<file path="src/include/mode_ctl_params.svh">
// Constants for the operating-mode and system-control block.
// Assumes inclusion by bare name from the design files.
`ifndef MODE_CTL_PARAMS_SVH
`define MODE_CTL_PARAMS_SVH
`define MC_ADDR_MODE_STATUS   16'hFFF1
`define MC_ADDR_SYS_CTRL      16'hFFF2
`define MC_SYS_CTRL_RESET     8'h0B
`define MC_MODE_FIXED_BITS    8'hC4
`define MC_SYS_CTRL_WMASK     8'hFD
`define MC_SYS_CTRL_FIXED1    8'h02
`define MC_BIT_DEEP_STANDBY   7
`define MC_BIT_SETTLE_HI      6
`define MC_BIT_SETTLE_LO      4
`define MC_BIT_USER_FLAG_SEL  3
`define MC_BIT_NMI_EDGE       2
`define MC_BIT_RAM_ON         0
`define MC_SETTLE_BASE        18'h02000
`define MC_RAM_FILL           8'hFF
`define MC_MEM_STATES         2'h2
`define MC_PERIPH_STATES      2'h3
`define MC_AREA_COUNT         8
`endif

</file>
<file path="src/include/mode_ctl_pkg.sv">
// Types shared by the mode and system-control design.
// Assumes nothing of its surroundings.
package mode_ctl_pkg;
    typedef enum logic [3:0] {
        ST_RUN     = 4'h1,
        ST_SLEEP   = 4'h2,
        ST_STANDBY = 4'h4,
        ST_SETTLE  = 4'h8
    } power_state_t;
    typedef enum logic [1:0] {
        MODE_NONE = 2'h0,
        MODE_EXP  = 2'h1,
        MODE_64K  = 2'h2,
        MODE_1M   = 2'h3
    } op_mode_t;
endpackage

</file>
<file path="src/hw/settle_timer.sv">
// Oscillator settle counter used after leaving deep standby.
// Assumes a start pulse and a stable select code while counting.
`include "mode_ctl_params.svh"
module settle_timer #(
    parameter int CW = 18
) (
    input  wire logic        i_clk,
    input  wire logic        i_rst,
    input  wire logic        i_start,
    input  wire logic [2:0]  i_sel,
    output logic             o_done
);
    logic [CW-1:0] cnt_r;
    logic [CW-1:0] cnt_nxt;
    logic          done_r;
    logic          done_nxt;

    // Length is base states shifted by code; codes 1xx share the longest.
    function automatic logic [CW-1:0] settle_len(input logic [2:0] s);
        logic [2:0] sh;
        sh = s[2] ? 3'h4 : {1'b0, s[1:0]};
        settle_len = CW'(`MC_SETTLE_BASE) << sh;
    endfunction

    always_comb begin
        cnt_nxt  = cnt_r;
        done_nxt = 1'b0;
        if (i_start) begin
            cnt_nxt = settle_len(i_sel) - CW'(1);
        end else if (cnt_r != '0) begin
            cnt_nxt  = cnt_r - CW'(1);
            done_nxt = (cnt_r == CW'(1));
        end
    end

    always_ff @(posedge i_clk) begin
        if (i_rst) begin
            cnt_r  <= '0;
            done_r <= 1'b0;
        end else begin
            cnt_r  <= cnt_nxt;
            done_r <= done_nxt;
        end
    end

    assign o_done = done_r;
endmodule

</file>
<file path="src/hw/mode_ctl.sv">
// Operating-mode status and system-control registers with the derived
// memory, bus and power controls.
// Assumes a core-side register port with a one-cycle strobe per access and
// that the mode straps are synchronous and held steady while running.
`include "mode_ctl_params.svh"

// Summary of operation
// On-chip memory: two states, 16-bit path.
// Peripheral registers: three states, 8/16-bit; the code always drives an 8-bit path.
// Eight external areas, width and states each.
// Strap pattern selects mode one, two, three.
// Straps valid and steady during operation.
// Mode 1, RAM off: RAM range external.
// Modes 2/3, RAM off: reads FF, writes dropped.
// Mode status read-only, fixed upper bits.
// Low status bits latch straps on read.
// Standby bit picks sleep or deep standby.
// Settle select sets post-standby wait length.
// Software keeps settle wait above eight ms.
// User flag select: mask or user bit.
// Edge select picks nonmaskable request edge.
// RAM on set at reset, kept in standby.
// System control reads back, reset 0B, bit1 one.
// Mode 1: port 3 data, ports address.
// Modes 2/3: no external bus accesses.
// Trap entry sets mask, user flag conditionally.
// Reserved and read-only writes ignored.
module mode_ctl #(
    parameter int AREAS = `MC_AREA_COUNT
) (
    input  wire logic             i_clk,
    input  wire logic             i_rst,
    input  wire logic             i_mode_strap_hi,
    input  wire logic             i_mode_strap_lo,
    input  wire logic             i_reg_sel,
    input  wire logic             i_reg_wr,
    input  wire logic [15:0]      i_reg_addr,
    input  wire logic [7:0]       i_reg_wdata,
    input  wire logic             i_sleep_insn,
    input  wire logic             i_ext_wake,
    input  wire logic             i_exc_entry,
    input  wire logic             i_ram_range,
    input  wire logic             i_periph_range,
    input  wire logic             i_ext_range,
    input  wire logic [2:0]       i_ext_area,
    input  wire logic [AREAS-1:0] i_area_wide,
    input  wire logic [AREAS-1:0] i_area_three,
    input  wire logic [7:0]       i_port_dir,
    output logic [7:0]            o_reg_rdata,
    output logic                  o_reg_ack,
    output logic [1:0]            o_access_states,
    output logic                  o_access_wide,
    output logic                  o_ram_active,
    output logic                  o_ram_read_fill,
    output logic                  o_ext_access,
    output logic                  o_addr_64k,
    output logic                  o_port3_databus,
    output logic [7:0]            o_port_addr_en,
    output logic                  o_set_int_mask,
    output logic                  o_set_user_or_mask_flag,
    output logic                  o_user_flag_is_mask,
    output logic                  o_nonmaskable_rising,
    output logic                  o_clock_halted,
    output logic                  o_core_stopped
);
    // ==========================================================
    // Register file
    // ==========================================================
    logic [7:0] sys_ctrl_r, sys_ctrl_nxt;
    logic [7:0] rdata_r, rdata_nxt;
    logic       ack_r, ack_nxt;
    mode_ctl_pkg::op_mode_t mode;

    assign mode = mode_ctl_pkg::op_mode_t'({i_mode_strap_hi, i_mode_strap_lo});

    function automatic logic hit(input logic [15:0] a, input logic [15:0] r);
        hit = (a == r);
    endfunction

    always_comb begin
        sys_ctrl_nxt   = sys_ctrl_r;
        rdata_nxt      = 8'h00;
        ack_nxt        = i_reg_sel;
        if (i_reg_sel && i_reg_wr && hit(i_reg_addr, `MC_ADDR_SYS_CTRL)) begin
            sys_ctrl_nxt = (i_reg_wdata & `MC_SYS_CTRL_WMASK) | `MC_SYS_CTRL_FIXED1;
        end
        if (i_reg_sel && !i_reg_wr && hit(i_reg_addr, `MC_ADDR_MODE_STATUS)) begin
            rdata_nxt = `MC_MODE_FIXED_BITS | {6'h00, i_mode_strap_hi, i_mode_strap_lo};
        end
        if (i_reg_sel && !i_reg_wr && hit(i_reg_addr, `MC_ADDR_SYS_CTRL)) begin
            rdata_nxt = sys_ctrl_r | `MC_SYS_CTRL_FIXED1;
        end
    end

    // Reset path is the released reset pin; standby never touches this.
    always_ff @(posedge i_clk) begin
        if (i_rst) begin
            sys_ctrl_r   <= `MC_SYS_CTRL_RESET;
            rdata_r      <= 8'h00;
            ack_r        <= 1'b0;
        end else begin
            sys_ctrl_r   <= sys_ctrl_nxt;
            rdata_r      <= rdata_nxt;
            ack_r        <= ack_nxt;
        end
    end

    logic       deep_standby_enable;
    logic [2:0] osc_settle_sel;
    logic       user_flag_select;
    logic       nonmaskable_edge_sel;
    logic       onchip_ram_on;
    assign deep_standby_enable  = sys_ctrl_r[`MC_BIT_DEEP_STANDBY];
    assign osc_settle_sel       = sys_ctrl_r[`MC_BIT_SETTLE_HI:`MC_BIT_SETTLE_LO];
    assign user_flag_select     = sys_ctrl_r[`MC_BIT_USER_FLAG_SEL];
    assign nonmaskable_edge_sel = sys_ctrl_r[`MC_BIT_NMI_EDGE];
    assign onchip_ram_on        = sys_ctrl_r[`MC_BIT_RAM_ON];

    // ==========================================================
    // Power state
    // ==========================================================
    mode_ctl_pkg::power_state_t pst_r, pst_nxt;
    logic settle_start;
    logic settle_done;

    settle_timer u_settle (
        .i_clk   (i_clk),
        .i_rst   (i_rst),
        .i_start (settle_start),
        .i_sel   (osc_settle_sel),
        .o_done  (settle_done)
    );

    always_comb begin
        pst_nxt      = pst_r;
        settle_start = 1'b0;
        unique case (pst_r)
            mode_ctl_pkg::ST_RUN: begin
                if (i_sleep_insn) begin
                    pst_nxt = deep_standby_enable ? mode_ctl_pkg::ST_STANDBY
                                                  : mode_ctl_pkg::ST_SLEEP;
                end
            end
            mode_ctl_pkg::ST_SLEEP: begin
                if (i_ext_wake) begin
                    pst_nxt = mode_ctl_pkg::ST_RUN;
                end
            end
            mode_ctl_pkg::ST_STANDBY: begin
                if (i_ext_wake) begin
                    pst_nxt      = mode_ctl_pkg::ST_SETTLE;
                    settle_start = 1'b1;
                end
            end
            mode_ctl_pkg::ST_SETTLE: begin
                if (settle_done) begin
                    pst_nxt = mode_ctl_pkg::ST_RUN;
                end
            end
            default: pst_nxt = mode_ctl_pkg::ST_RUN;
        endcase
    end

    always_ff @(posedge i_clk) begin
        if (i_rst) begin
            pst_r <= mode_ctl_pkg::ST_RUN;
        end else begin
            pst_r <= pst_nxt;
        end
    end

    // ==========================================================
    // Access routing and derived controls
    // ==========================================================
    logic [1:0] states_nxt, states_r;
    logic       wide_nxt, wide_r;
    logic       ram_act_nxt, ram_act_r;
    logic       fill_nxt, fill_r;
    logic       ext_nxt, ext_r;
    logic       expanded;
    logic [7:0] ctl_r, ctl_nxt;

    assign expanded = (mode == mode_ctl_pkg::MODE_EXP);

    always_comb begin
        states_nxt  = 2'h0;
        wide_nxt    = 1'b0;
        ram_act_nxt = 1'b0;
        fill_nxt    = 1'b0;
        ext_nxt     = 1'b0;
        if (i_ram_range && onchip_ram_on) begin
            states_nxt  = `MC_MEM_STATES;
            wide_nxt    = 1'b1;
            ram_act_nxt = 1'b1;
        end else if (i_ram_range && expanded) begin
            ext_nxt    = 1'b1;
            states_nxt = i_area_three[i_ext_area] ? `MC_PERIPH_STATES : `MC_MEM_STATES;
            wide_nxt   = i_area_wide[i_ext_area];
        end else if (i_ram_range) begin
            fill_nxt   = 1'b1;
            states_nxt = `MC_MEM_STATES;
        end else if (i_periph_range) begin
            states_nxt = `MC_PERIPH_STATES;
            wide_nxt   = 1'b0;
        end else if (i_ext_range && expanded) begin
            ext_nxt    = 1'b1;
            states_nxt = i_area_three[i_ext_area] ? `MC_PERIPH_STATES : `MC_MEM_STATES;
            wide_nxt   = i_area_wide[i_ext_area];
        end
        ctl_nxt = {mode == mode_ctl_pkg::MODE_64K,
                   expanded,
                   i_exc_entry,
                   i_exc_entry && !user_flag_select,
                   !user_flag_select,
                   nonmaskable_edge_sel,
                   pst_r == mode_ctl_pkg::ST_STANDBY || pst_r == mode_ctl_pkg::ST_SETTLE,
                   pst_r != mode_ctl_pkg::ST_RUN};
    end

    logic [7:0] paddr_r, paddr_nxt;
    assign paddr_nxt = expanded ? i_port_dir : 8'h00;

    always_ff @(posedge i_clk) begin
        if (i_rst) begin
            states_r  <= 2'h0;
            wide_r    <= 1'b0;
            ram_act_r <= 1'b0;
            fill_r    <= 1'b0;
            ext_r     <= 1'b0;
            ctl_r     <= 8'h00;
            paddr_r   <= 8'h00;
        end else begin
            states_r  <= states_nxt;
            wide_r    <= wide_nxt;
            ram_act_r <= ram_act_nxt;
            fill_r    <= fill_nxt;
            ext_r     <= ext_nxt;
            ctl_r     <= ctl_nxt;
            paddr_r   <= paddr_nxt;
        end
    end

    assign o_reg_rdata             = rdata_r;
    assign o_reg_ack               = ack_r;
    assign o_access_states         = states_r;
    assign o_access_wide           = wide_r;
    assign o_ram_active            = ram_act_r;
    assign o_ram_read_fill         = fill_r;
    assign o_ext_access            = ext_r;
    assign o_addr_64k              = ctl_r[7];
    assign o_port3_databus         = ctl_r[6];
    assign o_set_int_mask          = ctl_r[5];
    assign o_set_user_or_mask_flag = ctl_r[4];
    assign o_user_flag_is_mask     = ctl_r[3];
    assign o_nonmaskable_rising    = ctl_r[2];
    assign o_clock_halted          = ctl_r[1];
    assign o_core_stopped          = ctl_r[0];
    assign o_port_addr_en          = paddr_r;

    // ==========================================================
    // Checks
    // ==========================================================
    property p_status_read;
        @(posedge i_clk) disable iff (i_rst)
        (i_reg_sel && !i_reg_wr && i_reg_addr == `MC_ADDR_MODE_STATUS) |=>
        (o_reg_rdata == (`MC_MODE_FIXED_BITS |
                         {6'h00, $past(i_mode_strap_hi), $past(i_mode_strap_lo)}));
    endproperty
    a_status_read: assert property (p_status_read) else $error("bad mode status");

    property p_bit1;
        @(posedge i_clk) disable iff (i_rst)
        (i_reg_sel && !i_reg_wr && i_reg_addr == `MC_ADDR_SYS_CTRL) |=> o_reg_rdata[1];
    endproperty
    a_bit1: assert property (p_bit1) else $error("reserved bit low");

    property p_fill;
        @(posedge i_clk) disable iff (i_rst)
        (i_ram_range && !onchip_ram_on && !expanded) |=> (o_ram_read_fill && !o_ext_access);
    endproperty
    a_fill: assert property (p_fill) else $error("ram fill missing");

    property p_no_ext;
        @(posedge i_clk) disable iff (i_rst) (!expanded) |=> !o_ext_access;
    endproperty
    a_no_ext: assert property (p_no_ext) else $error("external access in single");

    property p_periph;
        @(posedge i_clk) disable iff (i_rst)
        (i_periph_range && !i_ram_range) |=> (o_access_states == `MC_PERIPH_STATES);
    endproperty
    a_periph: assert property (p_periph) else $error("peripheral states");

    property p_ram;
        @(posedge i_clk) disable iff (i_rst)
        (i_ram_range && onchip_ram_on) |=> (o_access_states == `MC_MEM_STATES && o_access_wide);
    endproperty
    a_ram: assert property (p_ram) else $error("memory states");

    property p_sleep;
        @(posedge i_clk) disable iff (i_rst)
        (pst_r == mode_ctl_pkg::ST_RUN && i_sleep_insn) |=> ##1
        (o_clock_halted == $past(deep_standby_enable, 2) && o_core_stopped);
    endproperty
    a_sleep: assert property (p_sleep) else $error("wrong power state");

    property p_user;
        @(posedge i_clk) disable iff (i_rst)
        i_exc_entry |=> (o_set_int_mask && o_set_user_or_mask_flag == !$past(user_flag_select));
    endproperty
    a_user: assert property (p_user) else $error("flag set wrong");

    property p_ram_kept;
        @(posedge i_clk) disable iff (i_rst)
        (pst_r == mode_ctl_pkg::ST_STANDBY && !i_reg_sel) |=> $stable(onchip_ram_on);
    endproperty
    a_ram_kept: assert property (p_ram_kept) else $error("ram enable lost");

    c_standby: cover property (@(posedge i_clk) pst_r == mode_ctl_pkg::ST_SETTLE ##1
                               pst_r == mode_ctl_pkg::ST_RUN);
    c_fill: cover property (@(posedge i_clk) o_ram_read_fill);
    c_ext: cover property (@(posedge i_clk) o_ext_access && o_access_states == `MC_PERIPH_STATES);
endmodule

</file>
<file path="config.mk">
export PLATFORM = sky130hd
export DESIGN_NAME = mode_ctl
export DESIGN_NICKNAME = d
export VERILOG_FILES = /design/src/include/mode_ctl_pkg.sv /design/src/hw/settle_timer.sv /design/src/hw/mode_ctl.sv
export VERILOG_INCLUDE_DIRS = /design/src /design/src/include
export SDC_FILE = /design/constraint.sdc
export NUM_CORES = 1
export LEC_CHECK = 0
export BUFFER_PORTS_ARGS = -buffer_cell sky130_fd_sc_hd__buf_2
export CELL_PAD_IN_SITES_DETAIL_PLACEMENT = 0
export CELL_PAD_IN_SITES_GLOBAL_PLACEMENT = 1
export CORE_MARGIN = 2
export CORE_UTILIZATION = 33
export DETAILED_ROUTE_END_ITERATION = 12
export PLACE_DENSITY = 0.78
export REMOVE_ABC_BUFFERS = 1
export SYNTH_ARGS = -nofsm -noshare
export SYNTH_HDL_FRONTEND = slang
export SYNTH_SLANG_ARGS = --single-unit
export TNS_END_PERCENT = 100
</file>
<file path="constraint.sdc">
create_clock -name i_clk -period 1.7 [get_ports i_clk]
set_input_delay 0.34 -clock i_clk [delete_from_list [all_inputs] [get_ports i_clk]]
set_output_delay 0.34 -clock i_clk [all_outputs]
set_load 0.02 [all_outputs]
</file>
==> results.sh, run 1 <==
export IMPL_fillCellCount=737
export IMPL_numCtsBuffers=9
export IMPL_end_kind="flip-flop"
export IMPL_crit_arrival_ns=1.98
export IMPL_num_antenna_cells=0
export IMPL_cts_clk_slew_worst_paths_ns=0.07
export IMPL_cts_root_buf="clkbuf_8"
export IMPL_maxSlewViolCount=0
export IMPL_synth_cell_type_count=50
export IMPL_die_y_um=94.04
export IMPL_crit_fanout=4
export IMPL_cts_max_level=3
export IMPL_port_buffers=92
export IMPL_cts_buffer_depth=2
export IMPL_powerDensity_mw_per_mm2=1659
export IMPL_final_nets=484
export IMPL_setup_ws_ns=-0.04533
export IMPL_synthCells=285
export IMPL_synth_edf_count=0
export IMPL_cts_hold_buf=0
export IMPL_ys_seq_elements=61
export IMPL_synthFlopType="dfxtp_1"
export IMPL_drtIter0Drc=185
export IMPL_dp_slack_ns=-0.07003
export IMPL_dr_pass1_iters=4
export IMPL_cts_tree="built"
export IMPL_irDropWorstVdd_mv=1.188
export IMPL_slowest_stage="dfxtp_2"
export IMPL_worst_setup_path_start_kind="flip-flop"
export IMPL_antenna_found_initial=0
export IMPL_ys_seq_area_share_pct=45.65
export IMPL_design_area_mm2=0.003889
export IMPL_rr_worst_depth=6
export IMPL_hold_violations=0
export IMPL_tightestPinTransition_ns=0.3991
export IMPL_dp_hpwl_um=5118
export IMPL_rsz0062_at_grt="yes"
export IMPL_r2r_setup_slack_ns=-0.05
export IMPL_finalSetupViolCount=7
export IMPL_grt_use_total_pct=15.61
export IMPL_path_class="flip-flop to flip-flop"
export IMPL_syn_area_mm2=0.002675
export IMPL_crit_chain="nor4_4 > buf_4 > nand4_1 > buf_4 > nand2b_4 > a311oi_1"
export IMPL_numClockSinks=61
export IMPL_gp_congestion=0.7966
export IMPL_max_freq_mhz=573.0
export IMPL_finClkSkew_ns=0.005733
export IMPL_path_common_cell="buf_4"
export IMPL_ios=94
export IMPL_period_minus_slack_ns=1.745
export IMPL_clock_latency_ns=0.33
export IMPL_violations="setup timing"
export IMPL_yosysWarnings=0
export IMPL_wire_per_inst_um=12.95
export IMPL_die_w_um=94.04
export IMPL_p_leak_nw=1.732
export IMPL_start_util_pct=34.26
export IMPL_overflow=0
export IMPL_die_area_mm2=0.008843
export IMPL_syn_area_per_cell_um2=9.386
export IMPL_slew_headroom_pct=73.19
export IMPL_grt_pass1_vias=2477
export IMPL_grt_pass1_wl_um=11120
export IMPL_critPathMaxStageDelay_ns=0.34
export IMPL_via_per_inst=4.956
export IMPL_drc=0
export IMPL_p_total_mw=6.453
export IMPL_syn2layout_area_growth_pct=45.37
export IMPL_status="finished, violations left"
export IMPL_hold_depth=2
export IMPL_cap_viol_max_count=0
export IMPL_drt_total_wl_um=6814
export IMPL_worstPathRequired_ns=1.94
export IMPL_rows=32
export IMPL_place_area_mm2=0.003515
export IMPL_postRouteAntennaNets=0
export IMPL_grt_max_degree=13
export IMPL_core_mm2=0.007807
export IMPL_hold_path_class="input port to flip-flop"
export IMPL_final_core_util_pct=49.81
export IMPL_vias=2607
export IMPL_finalSetupTns_ns=-0.1249
export IMPL_async_flop_share_pct=0
export IMPL_fin_crit_sh_pct=102.7
export IMPL_drive_gt1_share_pct=41.98
## worst paths after layout
kind,from,to
setup / recovery,u_settle.cnt_r[16],u_settle.cnt_r[1]
hold / removal,i_port_dir[1],o_port_addr_en[1]
setup reg to reg,u_settle.cnt_r[16],u_settle.cnt_r[1]
hold reg to reg,sys_ctrl_r[3],ctl_r[3]
## stage by stage
stage / instances / hold WS [ns]
final: 526 / 0.2180
after floorplan: 270 / 0.4003
after global routing: 526 / 0.2025
after CTS: 523 / 0.2016
after global placement: 506 / 0.4175
after detailed placement: 506 / 0.4289
## timing repair
action | CTS | global route
endpoints found under the hold margin | 0 | 0
endpoints found under the setup margin | 9 | 15
setup buffers | 1 | 3
pin swaps | 2 | 4
gates cloned | 0 | 0
resized for setup | 7 | 14
## report_power, final
part	switching [mW]	total (mW)	leakage, nW	internal, mW
Combinational	1.46	3.02	1.11	1.56
Sequential	0.240	1.89	0.498	1.65
Clock	0.537	1.55	0.121	1.01
Total	2.24	6.45	1.73	4.22
## cell usage in the layout (no fill, tap or decap), types with 3 or more instances in the layout
cell type  synthesis  final
and2_1            10     10
a211oi_1           5      4
mux2i_1           11     11
o31ai_1            5      5
nand2_1           14     14
or4_1              3      3
nand4_1            5      5
buf_4              0     44
dfxtp_1           61     60
a21oi_1           10      9
and3_1             3      3
nand2b_1           3      3
nor4_2             1      4
nor4_4             2      4
a311oi_1           4      4
o32ai_1            5      4
nor2_1            25     24
nor4_1            11      6
buf_2              6     92
nand3_1            9      8
clkbuf_8           0     10
and4_1             5      5
bufinv_16          0      3
xor2_1             4      4
inv_1             15     15
o21ai_0            7      6
nor2b_1            7      7
nor3_1             8      8
a31oi_1            5      5
## sequential cells by signal, indices dropped and copies added (netlist names)
register,cells
ctl_r,8
o_access_states,2
o_access_wide,1
o_ext_access,1
o_port_addr_en,8
o_ram_active,1
o_ram_read_fill,1
o_reg_ack,1
o_reg_rdata,8
pst_r,4
sys_ctrl_r,7
u_settle.cnt_r,18
u_settle.o_done,1
## layout make-up
cell class | count | area [um^2] | share of cell area, %
repair buffers | 138 | 813.3 | 20.91
inverters | 15 | 56.30 | 1.448
clock inverters | 4 | 95.09 | 2.445
multi-input cells | 194 | 1429 | 36.74
clock buffers | 12 | 145.1 | 3.732
well taps | 102 | 127.6 | 3.282
flip-flops and latches | 61 | 1222 | 31.43
## synth_stat cells (6+ instances only)
| cell | instances | area [um^2] |
|---|---|---|
| a21oi_1 | 10 | 50.05 |
| nand3_1 | 9 | 45.04 |
| and2_1 | 10 | 62.56 |
| mux2i_1 | 11 | 110.1 |
| inv_1 | 15 | 56.30 |
| nor3_1 | 8 | 40.04 |
| nand2_1 | 14 | 52.55 |
| nor2_1 | 25 | 93.84 |
| nor2b_1 | 7 | 43.79 |
| clkbuf_1 | 6 | 22.52 |
| nor4_1 | 11 | 68.82 |
| o21ai_0 | 7 | 35.03 |
| buf_2 | 6 | 30.03 |
| dfxtp_1 | 61 | 1221 |
## routing by layer
metal  up-vias  share of wire [%]  GRT usage, %
li1       1321                  -             -
met2        69                 48         25.89
met4         0                1.1         5.193
met5         -                  0             0
met1      1209                 46         20.00
met3         8                5.0         3.531
## worst max-delay path: cells and delay by family (launching register included)
family / cells / cell delay [ns]
flip-flops: 1 / 0.34
buffers and inverters: 2 / 0.41
AND/OR/NAND/NOR: 3 / 0.71
AO/OA/AOI/OAI: 1 / 0.20
## cell families after synthesis
kind of cell / after synthesis / share of synthesized area (%)
buffers and inverters: 30 / 4.490
XOR/XNOR: 5 / 1.637
flip-flops: 61 / 45.65
AND/OR/NAND/NOR: 120 / 27.22
AO/OA/AOI/OAI: 52 / 13.42
adder cells (fa/ha/maj): 2 / 0.9353
multiplexers: 15 / 6.642
No activity file was read; power rests on OpenSTA's default activity.
==> run 2, diff against run 1 <==
--- a/config.mk
+++ b/config.mk
@@ -6,13 +6,15 @@
 export SDC_FILE = /design/constraint.sdc
 export NUM_CORES = 1
 export LEC_CHECK = 0
+export ABC_AREA = 1
 export BUFFER_PORTS_ARGS = -buffer_cell sky130_fd_sc_hd__buf_2
 export CELL_PAD_IN_SITES_DETAIL_PLACEMENT = 0
 export CELL_PAD_IN_SITES_GLOBAL_PLACEMENT = 1
 export CORE_MARGIN = 2
-export CORE_UTILIZATION = 33
+export CORE_UTILIZATION = 35
 export DETAILED_ROUTE_END_ITERATION = 12
-export PLACE_DENSITY = 0.78
+export MAX_ROUTING_LAYER = met4
+export PLACE_DENSITY = 0.81
 export REMOVE_ABC_BUFFERS = 1
 export SYNTH_ARGS = -nofsm -noshare
 export SYNTH_HDL_FRONTEND = slang
==> constraint.sdc (replaced) <==
create_clock -name i_clk -period 1.62 [get_ports i_clk]
set_input_delay 0.324 -clock i_clk [delete_from_list [all_inputs] [get_ports i_clk]]
set_output_delay 0.324 -clock i_clk [all_outputs]
set_load 0.02 [all_outputs]
==> run 2 against run 1 <==
  * The run now ends clean
  * Highest routed layer unchanged
  * Clock power hardly changed
  * Register-to-register slack better by 0.17 ns
  * Clock-buffer cell count is 1 lower
  * Final area is 2.6% lower
  * Final cell count is 20% higher
  * Sequential power is 6% higher
==> results.sh, run 2 <==
export IMPL_status="completed"
export IMPL_min_from="i_mode_strap_lo"
export IMPL_cts_hold_buf=0
export IMPL_gp_congestion=0.8333
export IMPL_swShare_pct=40.98
export IMPL_maxSlewViolCount=0
export IMPL_cts_buffer_depth=2
export IMPL_worst_setup_path_start_kind="flip-flop"
export IMPL_p_seq_share_pct=31.7
export IMPL_top_register="u_settle.cnt_r"
export IMPL_cts_max_level=3
export IMPL_end_kind="flip-flop"
export IMPL_port_buffers=92
export IMPL_period_minus_slack_ns=1.496
export IMPL_finalSetupTns_ns=0
export IMPL_cap_viol_max_count=0
export IMPL_cts_tree="built"
export IMPL_synth_cell_type_count=33
export IMPL_num_antenna_cells=0
export IMPL_irDropWorstVdd_mv=0.5763
export IMPL_ios=94
export IMPL_core_mm2=0.008175
export IMPL_hold_violations=0
export IMPL_holdWs_ns=0.1748
export IMPL_grt_max_degree=30
export IMPL_synth_area_leaders="dfxtp_1 (42%), nand2_1 (12%), nor2_1 (11%), inv_1 (5.9%), nand3_1 (5.8%)"
export IMPL_max_freq_mhz=668.5
export IMPL_overflow=0
export IMPL_rows=33
export IMPL_grt_pass1_wl_um=11300
export IMPL_synth_top_area_cell="dfxtp_1"
export IMPL_rsz0062_at_grt="no"
export IMPL_drt_total_wl_um=6964
export IMPL_synthCells=412
export IMPL_synth_common_cells="nand2_1 (90), nor2_1 (84), dfxtp_1 (61)"
export IMPL_cp_startpoint="u_settle.cnt_r[16]"
export IMPL_r2r_start="u_settle.cnt_r[16]"
export IMPL_vias=2848
export IMPL_yosysWarnings=0
export IMPL_finalSetupViolCount=0
export IMPL_cts_root_buf="clkbuf_8"
export IMPL_synth_most_common_cell="nand2_1"
export IMPL_final_cell_mix="buf_2 (92), nand2_1 (90), nor2_1 (84)"
export IMPL_via_per_inst=4.528
export IMPL_drc=0
export IMPL_fillCellCount=880
export IMPL_numCtsBuffers=9
export IMPL_grt_use_total_pct=16.40
export IMPL_yosys_area_top_type_share_pct=41.76
export IMPL_cts_clk_slew_worst_paths_ns=0.07
export IMPL_dp_slack_ns=0.1321
export IMPL_ys_seq_elements=61
export IMPL_tightestPinTransition_ns=0.6117
export IMPL_final_common_cell="buf_2"
export IMPL_setup_ws_ns=0.1241
export IMPL_die_w_um=95.40
export IMPL_syn_area_per_cell_um2=7.097
export IMPL_finClkSkew_ns=0.008915
export IMPL_design_area_mm2=0.003786
export IMPL_p_leak_nw=1.988
export IMPL_hold_path_class="input port to flip-flop"
export IMPL_postRouteAntennaNets=0
export IMPL_numClockSinks=61
export IMPL_largest_register_ffs=18
export IMPL_syn2layout_area_growth_pct=29.48
export IMPL_p_sw_mw=2.576
export IMPL_syn_area_mm2=0.002924
export IMPL_instances_no_fill=629
export IMPL_antenna_found_initial=0
export IMPL_p_clk_share_pct=24.2
export IMPL_dp_hpwl_um=5310
export IMPL_wire_per_inst_um=11.07
export IMPL_powerDensity_mw_per_mm2=1660
export IMPL_synth_edf_count=0
export IMPL_worstPathRequired_ns=1.83
export IMPL_rr_worst_depth=4
export IMPL_die_y_um=95.40
export IMPL_synthFlopType="dfxtp_1"
export IMPL_start_util_pct=35.77
export IMPL_ys_seq_area_share_pct=41.76
export IMPL_p_int_mw=3.710
export IMPL_crit_fanout=7
export IMPL_dr_pass1_iters=4
export IMPL_path_class="flip-flop to flip-flop"
export IMPL_grt_pass1_vias=2551
export IMPL_place_area_mm2=0.003547
export IMPL_crit_arrival_ns=1.71
export IMPL_final_nets=584
export IMPL_dpl_cell_count=612
export IMPL_clock_latency_ns=0.34
export IMPL_async_flop_share_pct=0
export IMPL_hold_depth=2
export IMPL_p_comb_share_pct=44.0
export IMPL_fin_crit_sh_pct=92.34
export IMPL_slew_headroom_pct=59.07
export IMPL_drtIter0Drc=102
export IMPL_die_area_mm2=0.009101
export IMPL_drive_gt1_share_pct=28.82
## run 2: worst paths after layout
| kind | endpoint | slack (ns) |
|---|---|---|
| setup / recovery | u_settle.cnt_r[2] | 0.12 |
| hold reg to reg | ctl_r[2] | 0.45 |
| setup reg to reg | u_settle.cnt_r[2] | 0.12 |
| hold / removal | ctl_r[7] | 0.17 |
## run 2: cells by family after synthesis
kind of cell	share of synthesized area, %
buffers and inverters	8.387
XOR/XNOR	0.5992
AO/OA/AOI/OAI	6.119
adder cells (fa/ha/maj)	0.8557
AND/OR/NAND/NOR	42.28
flip-flops	41.76
## run 2: final cells by class
type	instances	area, um^2	area share [%]
flip-flops and latches	61	1221	32.25
inverters	49	186.4	4.924
clock inverters	5	82.58	2.181
repair buffers	104	550.5	14.54
well taps	105	131.4	3.470
clock buffers	11	141.4	3.734
multi-input cells	294	1473	38.90
## run 2: power groups by stage
stage	Sequential (mW)	Clock [mW]	Combinational, mW
6_report	2.00	1.52	2.77
5_1_grt	2.03	1.62	3.16
2_1_floorplan	2.02	0	2.10
4_1_cts	1.99	1.55	2.73
3_3_place_gp	2.03	0	2.69
3_5_place_dp	2.02	0	2.72
## run 2: critical path: stages (launching register included)
cell and delay, ns:
dfxtp_1 0.34, nor2_1 0.50, nand4_2 0.35, nand2_1 0.14, nor2_1 0.05
## run 2: stage by stage
stage | util (%) | power, mW
finish | 46.31 | 6.286
global route | 46.31 | 6.819
CTS | 46.13 | 6.279
detailed placement | 43.39 | 4.743
global placement | 43.39 | 4.715
floorplan | - | 4.127
## run 2: repair_timing
action / CTS / global route
setup endpoints to repair: 0 / 1
setup buffers: 0 / 0
gates resized for setup: 0 / 1
## run 2: routing by layer
metal / share of wire [%] / vias to the layer above / routed length [um] / global-route usage [%]
met5: 0 / - / 0 / -
met4: 0.82 / 0 / 57 / 4.405
met3: 5.7 / 7 / 395 / 5.613
met2: 48 / 72 / 3355 / 25.35
met1: 45 / 1240 / 3155 / 20.54
li1: - / 1529 / - / -
